$ cat src/hdl/angle_setup_consts.svh
// Purpose: Offsets, field positions, reset values and level tables
// Assumes: Field strengths carried in whole mT
// Notes:   Register port is an 8-bit address / 8-bit data port
`ifndef ANGLE_SETUP_CONSTS_SVH
`define ANGLE_SETUP_CONSTS_SVH
`define ADDR_ORIGIN_LO     8'h00
`define ADDR_ORIGIN_HI     8'h01
`define ADDR_SENSE_TRIM    8'h02
`define ADDR_SENS_REDUCE   8'h03
`define ADDR_ALARM_LEVELS  8'h06
`define STRONG_SEL_MSB     5
`define STRONG_SEL_LSB     3
`define WEAK_SEL_MSB       2
`define WEAK_SEL_LSB       0
`define SENSE_BIT          0
`define ATTEN_FIRST_BIT    1
`define ATTEN_SECOND_BIT   2
`define SENSE_RESET        1'b1
`define ALARM_LEVELS_RESET 8'h00
`define FULL_GAIN          9'h100
`define STRONG_RISE_TABLE  {8'd103, 8'd92, 8'd81, 8'd70, 8'd58, 8'd47, \
                            8'd34, 8'd23}
`define STRONG_FALL_TABLE  {8'd97, 8'd86, 8'd75, 8'd63, 8'd52, 8'd40, \
                            8'd28, 8'd16}
`define WEAK_ASSERT_TABLE  {8'd99, 8'd88, 8'd77, 8'd65, 8'd54, 8'd42, \
                            8'd30, 8'd18}
`define WEAK_RELEASE_TABLE {8'd105, 8'd94, 8'd83, 8'd71, 8'd60, 8'd48, \
                            8'd36, 8'd24}
`endif

$ cat src/hdl/angle_setup_pkg.sv
// Purpose: Types shared by the angle setup block
// Assumes: Nothing
// Notes:   Constants live in angle_setup_consts.svh
package angle_setup_pkg;
  typedef struct packed {
    logic [15:0] origin;
    logic        sense;
    logic        atten_first;
    logic        atten_second;
    logic [7:0]  sensitivity_reduction;
    logic [7:0]  field_alarm_levels;
    logic        strong_alarm;
    logic        weak_alarm;
    logic [7:0]  rd_data;
    logic [15:0] angle_out;
    logic [8:0]  gain_first;
    logic [8:0]  gain_second;
  } state_s;
endpackage
$ cat src/hdl/angle_setup_and_field_alarms.sv
// Purpose: Rotation sense, angle origin, axis trims and field alarms
// Assumes: Raw angle and field strength arrive sampled on ref_clk
// Notes:   Register reads return data one cycle after reg_rd
//
// Contract
// - Sense resets to 1, counting up for clockwise; 0 reverses it.
// - A 16-bit origin is subtracted from every reported angle.
// - Strong alarm sets above the rising level, clears below falling.
// - Weak alarm sets below the lower level, clears above the upper.
// - Both 3-bit level selects sit in the 8-bit register at 0x06.
// - Strong levels rise 23..103 mT and fall 16..97 mT by code.
// - Weak levels assert below 18..99 mT and release above 24..105.
// - Both axes default to gain 256; one attenuate bit alone cuts its axis, both set cut none.
// - An 8-bit reduction value sets the cut axis gain, higher is more.
`timescale 1ns/1ps
`include "angle_setup_consts.svh"

// Picks one level out of a packed table of eight
module level_pick #(
  parameter int                 WIDTH = 8,
  parameter logic [8*WIDTH-1:0] TABLE = '0
) (
  // Level code
  input  wire logic [2:0]       sel,
  // Chosen level
  output logic      [WIDTH-1:0] level
);

  always_comb begin
    level = TABLE[sel*WIDTH +: WIDTH];
  end

endmodule

// Two-level hysteretic compare; between the levels the flag holds
module band_flag #(
  parameter int WIDTH     = 8,
  parameter bit SET_ABOVE = 1'b1
) (
  // Field and the two levels in force this cycle
  input  wire logic [WIDTH-1:0] field,
  input  wire logic [WIDTH-1:0] set_level,
  input  wire logic [WIDTH-1:0] clear_level,
  // Flag as registered now, and its next value
  input  wire logic             flag,
  output logic                  next_flag
);

  logic set_hit;
  logic clear_hit;

  always_comb begin
    // Strict compares: a field equal to a level is inside the band
    if (SET_ABOVE) begin
      set_hit   = field > set_level;
      clear_hit = field < clear_level;
    end else begin
      set_hit   = field < set_level;
      clear_hit = field > clear_level;
    end
    if (set_hit) begin
      next_flag = 1'b1;
    end else if (clear_hit) begin
      next_flag = 1'b0;
    end else begin
      next_flag = flag;
    end
  end

endmodule

module angle_setup_and_field_alarms (
  // Clock and reset
  input  wire logic        ref_clk,
  input  wire logic        rst,
  // Register port
  input  wire logic [7:0]  reg_addr,
  input  wire logic        reg_wr,
  input  wire logic [7:0]  reg_wdata,
  input  wire logic        reg_rd,
  output logic      [7:0]  reg_rdata,
  // Sensor inputs
  input  wire logic [15:0] raw_angle,
  input  wire logic [7:0]  field_mt,
  // Angle and trim outputs
  output logic      [15:0] angle_out,
  output logic      [8:0]  gain_first,
  output logic      [8:0]  gain_second,
  // Alarm pins
  output logic             strong_alarm,
  output logic             weak_alarm
);

  localparam logic [63:0] STRONG_RISE  = `STRONG_RISE_TABLE;
  localparam logic [63:0] STRONG_FALL  = `STRONG_FALL_TABLE;
  localparam logic [63:0] WEAK_ASSERT  = `WEAK_ASSERT_TABLE;
  localparam logic [63:0] WEAK_RELEASE = `WEAK_RELEASE_TABLE;

  angle_setup_pkg::state_s cur;
  angle_setup_pkg::state_s next_cur;

  logic [2:0]  strong_sel;
  logic [2:0]  weak_sel;
  logic [7:0]  strong_rise;
  logic [7:0]  strong_fall;
  logic [7:0]  weak_assert;
  logic [7:0]  weak_release;
  logic [15:0] sensed;
  logic [8:0]  cut_gain;
  logic        strong_next;
  logic        weak_next;

  // Level selects straight from the stored register
  assign strong_sel = cur.field_alarm_levels[`STRONG_SEL_MSB:`STRONG_SEL_LSB];
  assign weak_sel   = cur.field_alarm_levels[`WEAK_SEL_MSB:`WEAK_SEL_LSB];

  // Level lookup from the stored selects
  level_pick #(.WIDTH(8), .TABLE(STRONG_RISE)) pick_strong_rise (
    .sel   (strong_sel),
    .level (strong_rise)
  );

  level_pick #(.WIDTH(8), .TABLE(STRONG_FALL)) pick_strong_fall (
    .sel   (strong_sel),
    .level (strong_fall)
  );

  level_pick #(.WIDTH(8), .TABLE(WEAK_ASSERT)) pick_weak_assert (
    .sel   (weak_sel),
    .level (weak_assert)
  );

  level_pick #(.WIDTH(8), .TABLE(WEAK_RELEASE)) pick_weak_release (
    .sel   (weak_sel),
    .level (weak_release)
  );

  // Hysteretic compares, strong sets above and weak sets below
  band_flag #(.WIDTH(8), .SET_ABOVE(1'b1)) strong_band (
    .field       (field_mt),
    .set_level   (strong_rise),
    .clear_level (strong_fall),
    .flag        (cur.strong_alarm),
    .next_flag   (strong_next)
  );

  band_flag #(.WIDTH(8), .SET_ABOVE(1'b0)) weak_band (
    .field       (field_mt),
    .set_level   (weak_assert),
    .clear_level (weak_release),
    .flag        (cur.weak_alarm),
    .next_flag   (weak_next)
  );

  always_comb begin
    next_cur = cur;
    // Register writes
    if (reg_wr) begin
      unique case (reg_addr)
        `ADDR_ORIGIN_LO:    next_cur.origin[7:0] = reg_wdata;
        `ADDR_ORIGIN_HI:    next_cur.origin[15:8] = reg_wdata;
        `ADDR_SENSE_TRIM: begin
          next_cur.sense        = reg_wdata[`SENSE_BIT];
          next_cur.atten_first  = reg_wdata[`ATTEN_FIRST_BIT];
          next_cur.atten_second = reg_wdata[`ATTEN_SECOND_BIT];
        end
        `ADDR_SENS_REDUCE:  next_cur.sensitivity_reduction = reg_wdata;
        `ADDR_ALARM_LEVELS: begin
          next_cur.field_alarm_levels = {2'b00, reg_wdata[5:0]};
        end
        default: ;
      endcase
    end
    // Register reads
    if (reg_rd) begin
      unique case (reg_addr)
        `ADDR_ORIGIN_LO:    next_cur.rd_data = cur.origin[7:0];
        `ADDR_ORIGIN_HI:    next_cur.rd_data = cur.origin[15:8];
        `ADDR_SENSE_TRIM:   next_cur.rd_data = {3'h0, cur.weak_alarm,
                              cur.strong_alarm, cur.atten_second,
                              cur.atten_first, cur.sense};
        `ADDR_SENS_REDUCE:  next_cur.rd_data = cur.sensitivity_reduction;
        `ADDR_ALARM_LEVELS: next_cur.rd_data = cur.field_alarm_levels;
        default:            next_cur.rd_data = 8'h00;
      endcase
    end

    // Inside the band the pin holds
    next_cur.strong_alarm = strong_next;
    next_cur.weak_alarm   = weak_next;

    // Sense then origin: clockwise counts up while sense is 1
    sensed = cur.sense ? raw_angle : 16'(16'h0000 - raw_angle);
    next_cur.angle_out = 16'(sensed - cur.origin);

    // Cut axis gain: reduction 255 is nearly full, 0 is half
    cut_gain = 9'(9'h080 + {2'b00, cur.sensitivity_reduction[7:1]});
    next_cur.gain_first  = (cur.atten_first && !cur.atten_second) ?
                           cut_gain : `FULL_GAIN;
    next_cur.gain_second = (cur.atten_second && !cur.atten_first) ?
                           cut_gain : `FULL_GAIN;
  end

  always_ff @(posedge ref_clk) begin
    if (rst) begin
      cur                    <= '0;
      cur.sense              <= `SENSE_RESET;
      cur.field_alarm_levels <= `ALARM_LEVELS_RESET;
      cur.gain_first         <= `FULL_GAIN;
      cur.gain_second        <= `FULL_GAIN;
    end else begin
      cur <= next_cur;
    end
  end

  assign reg_rdata    = cur.rd_data;
  assign angle_out    = cur.angle_out;
  assign gain_first   = cur.gain_first;
  assign gain_second  = cur.gain_second;
  assign strong_alarm = cur.strong_alarm;
  assign weak_alarm   = cur.weak_alarm;

endmodule

$ cat config.mk
export PLATFORM = sky130hd
export DESIGN_NAME = angle_setup_and_field_alarms
export DESIGN_NICKNAME = d
export VERILOG_FILES = /design/src/hdl/angle_setup_pkg.sv /design/src/hdl/angle_setup_and_field_alarms.sv
export VERILOG_INCLUDE_DIRS = /design/src /design/src/hdl
export SDC_FILE = /design/constraint.sdc
export NUM_CORES = 1
export LEC_CHECK = 0
export BUFFER_PORTS_ARGS = -buffer_cell sky130_fd_sc_hd__buf_4
export CAP_MARGIN = 0
export CORE_MARGIN = 2
export CORE_UTILIZATION = 25
export CTS_BUF_LIST = sky130_fd_sc_hd__clkbuf_2 sky130_fd_sc_hd__clkbuf_4 sky130_fd_sc_hd__clkbuf_8
export DETAILED_ROUTE_END_ITERATION = 6
export PLACE_DENSITY_LB_ADDON = 0.2
export SLEW_MARGIN = 20
export SYNTH_ARGS = -nofsm -noshare
export SYNTH_HDL_FRONTEND = slang
export SYNTH_SLANG_ARGS = --single-unit
export TNS_END_PERCENT = 100
$ cat constraint.sdc
create_clock -name ref_clk -period 3.1 [get_ports ref_clk]
set_clock_uncertainty 0.2 [all_clocks]
set_input_delay 0.155 -clock ref_clk [delete_from_list [all_inputs] [get_ports ref_clk]]
set_output_delay 0.155 -clock ref_clk [all_outputs]
set_load 0.1 [all_outputs]
==> run_results.csv <==
group,metric,value,unit
yosys,synth_edf_count,0,
floorplanning,num_io_pins,88,
sta,worst_slew_pin_slew,0.770,ns
run,maxCapViolCount,0,
floorplanning,die_y,145,microns
clock_network,numClockSinks,77,
power,leakagePower,2.65,nW
placement,hpwl,10.6,mm
detailed_routing,drt_iter0_drc,206,
finish,fillers,2095,
power,power,2.24,mW
yosys,synthesis.nets,669,
yosys,yosysSeqAreaShare,30.9,%
sta,setup_viol,0,
placement,place.gp.congestion,0.874,
min_path,hold_class,"in -> reg",
power,power_density,366,nW/um^2
grt,grt_pass1_wl,22.0,mm
finish,diodes,0,
sta,finalMaxSlewViolations,0,
detailed_routing,drc,0,
detailed_routing,wirelength,13.3,mm
yosys,synth_top_area_share,30.9,%
yosys,synthCells,571,
grt,antenna_found_initial,0,
yosys,async_flop_share,0,%
detailed_routing,antenna_left,0,
yosys,avgSynthCellArea,8.74,sq um
clock_network,post_cts_buffers,0,
finish,drive_gt1_share,22.6,%
critical_path,worstSetupEndpointType,"flop",
floorplanning,design.core.area,19500,sq um
floorplanning,dieArea,21100,sq um
floorplanning,start_util,25.6,%
yosys,yosys-top-cells-area,"dfxtp_1 31%, ha_1 13%, mux2i_1 9.6%",
finish,fin_area,6130,sq um
sta,period_needed,2.87,ns
critical_path,cp.required,3.16,ns
sta,fmax,349,MHz
sta,slew_headroom,48.2,%
clock_network,cts_tree,"yes",
yosys,netlist_area,4990,sq um
power,ir_drop,189,uV
clock_network,root_buffer,"clkbuf_8",
sta,finalCritPeriodShare,92.5,%
yosys,synth-warning-count,0,
grt,grt_start_max_net_pins,63,
grt,grt.overflow.total,0,
grt,grt_pass1_vias,4263,
clock_network,clk_path_buf_depth,2,
yosys,synth_cell_type_count,55,
critical_path,crit_arrival,2.93,ns
clock_network,h-tree-depth,3,
yosys,synthFlopType,"dfxtp_1",
sta,hold_viol,0,
detailed_routing,dr.pass1.iters,4,
critical_path,crit_path_start_kind,"flop",
critical_path,path_max_fanout,5,
clock_network,clk_pin_slew,0.08,ns
placement,numPortBuffers,87,
yosys,yosys.area.top_type,"dfxtp_1",
clock_network,cts_buffers,9,
critical_path,worstSetupPathType,"reg -> reg",
finish,area_delta_synth_final,22.8,%
detailed_routing,vias,4052,
yosys,synth-seq-cells,77,
clock_network,worstSkewPairLatency,0.37,ns
detailed_routing,wl_per_cell,14.5,microns
floorplanning,row_count,51,
detailed_routing,vias_per_cell,4.40,
grt,grtUsageTotal,13.0,%
sta,rsz0062_at_grt,"false",
placement,placed_area,5820,sq um
run_status,status,"finished clean",
floorplanning,die_w,145,microns
finish,nNetsFinal,748,
==> cell families (layout without fill, tap and decap cells) <==
kind of cell / Yosys count / after routing / share of synthesized area, %
AND/OR/NAND/NOR: 157 / 157 / 16.3
flip-flops: 77 / 77 / 30.9
AO/OA/AOI/OAI: 107 / 107 / 13.5
adder cells (fa/ha/maj): 54 / 54 / 13.7
XOR/XNOR: 28 / 28 / 4.91
buffers and inverters: 97 / 181 / 10.5
multiplexers: 51 / 51 / 10.3
==> synth_stat cells, drive strengths merged (9+ instances only) <==
| library cell | count |
|---|---|
| a21o | 10 |
| a21oi | 36 |
| and2 | 17 |
| buf | 45 |
| clkbuf | 17 |
| dfxtp | 77 |
| ha | 53 |
| inv | 34 |
| mux2i | 48 |
| nand2 | 23 |
| nand2b | 9 |
| nor2 | 67 |
| nor3 | 9 |
| o21ai | 21 |
| xnor2 | 11 |
| xor2 | 17 |
==> flip-flops by register name, summed over array words and instances, names as in the netlist <==
register / count
weak_alarm: 1
strong_alarm: 1
reg_rdata: 8
angle_out: 16
cur: 33
gain_first: 9
gain_second: 9
==> cell usage in the layout, fill, tap and decap left out, drive strengths merged, types with 4 or more instances in the layout <==
cell,instances
xor2,17
nor2,67
dlygate4sd3,12
buf,118
nand4b,4
nand2b,9
a21o,10
a211oi,5
xnor2,11
o22ai,5
nand2,23
clkinv,4
o21ai,21
inv,36
dfxtp,77
a22oi,5
nor3,9
mux2i,48
a21oi,36
nor2b,4
and2,17
ha,53
nand3,6
clkbuf,9
==> per-stage QoR <==
stage | hold WS (ns) | cells | TNS (ns) | setup slack (ns) | util (%)
finish | 0.0281 | 920 | 0 | 0.231 | 31.4
global route | 0.0374 | 920 | 0 | 0.00308 | 31.4
CTS | 0.00433 | 920 | 0 | 0.110 | 31.4
detailed placement | 0.226 | 892 | -0.286 | -0.107 | 29.8
global placement | 0.215 | 892 | -0.260 | -0.123 | 29.8
floorplan | 0.0910 | 571 | 0 | 0.132 | -
==> layout make-up <==
type | instances | area [sq um] | share of cell area, %
Sequential cell | 77 | 1540 | 25.1
Inverter | 35 | 131 | 2.14
Tap cell | 265 | 332 | 5.41
Clock inverter | 7 | 60.1 | 0.980
Clock buffer | 9 | 124 | 2.02
Multi-Input combinational cell | 397 | 2940 | 47.9
Timing Repair Buffer | 130 | 1010 | 16.4
==> what timing repair did <==
| action | 4_1_cts | 5_1_grt |
|---|---|---|
| endpoints found under the hold margin | 43 | 0 |
| endpoints found under the setup margin | 0 | 2 |
| hold buffers | 12 | 0 |
| gates resized for setup | 0 | 3 |
==> power breakdown <==
group	internal (mW)	switching [mW]	total, mW	leakage, nW
clock	0.302	0.415	0.718	0.0892
sequential	1.01	0.00956	1.02	0.626
combinational	0.173	0.332	0.505	1.93
total	1.49	0.757	2.24	2.65
==> worst max-delay path, cell delays in order (launching register included) <==
cell and delay (ns):
dfxtp_1 0.35, buf_4 0.16, nor2_1 0.12, xor2_1 0.16, ha_1 0.29, a21oi_1 0.17
nand2_1 0.13, a31oi_1 0.30, o311ai_0 0.19, buf_4 0.17, a21boi_0 0.18, mux2_2 0.35
==> metal layers <==
metal  vias to the layer above  track usage (%)  wire length, microns  share of wire (%)
li1                       2082                -                     -                  -
met1                      1867             17.2                  6460                 49
met2                        87             21.0                  6050                 45
met3                        16             2.86                   559                4.2
met4                         0             4.12                   232                1.7
met5                         -                0                     0                  0
==> worst paths after layout <==
| check | endpoint | cells past startpoint | from | slack (ns) |
|---|---|---|---|---|
| hold reg to reg | reg_rdata[6]$_SDFFE_PP0P_ | 2 | reg_rdata[6]$_SDFFE_PP0P_ | 0.27 |
| setup / recovery | angle_out[13]$_SDFF_PP0_ | 11 | cur[62]$_SDFFE_PP1P_ | 0.23 |
| hold / removal | reg_rdata[6]$_SDFFE_PP0P_ | 4 | reg_addr[1] | 0.03 |
| setup reg to reg | angle_out[13]$_SDFF_PP0_ | 11 | cur[62]$_SDFFE_PP1P_ | 0.23 |
Power figures use the tool's default switching activity.
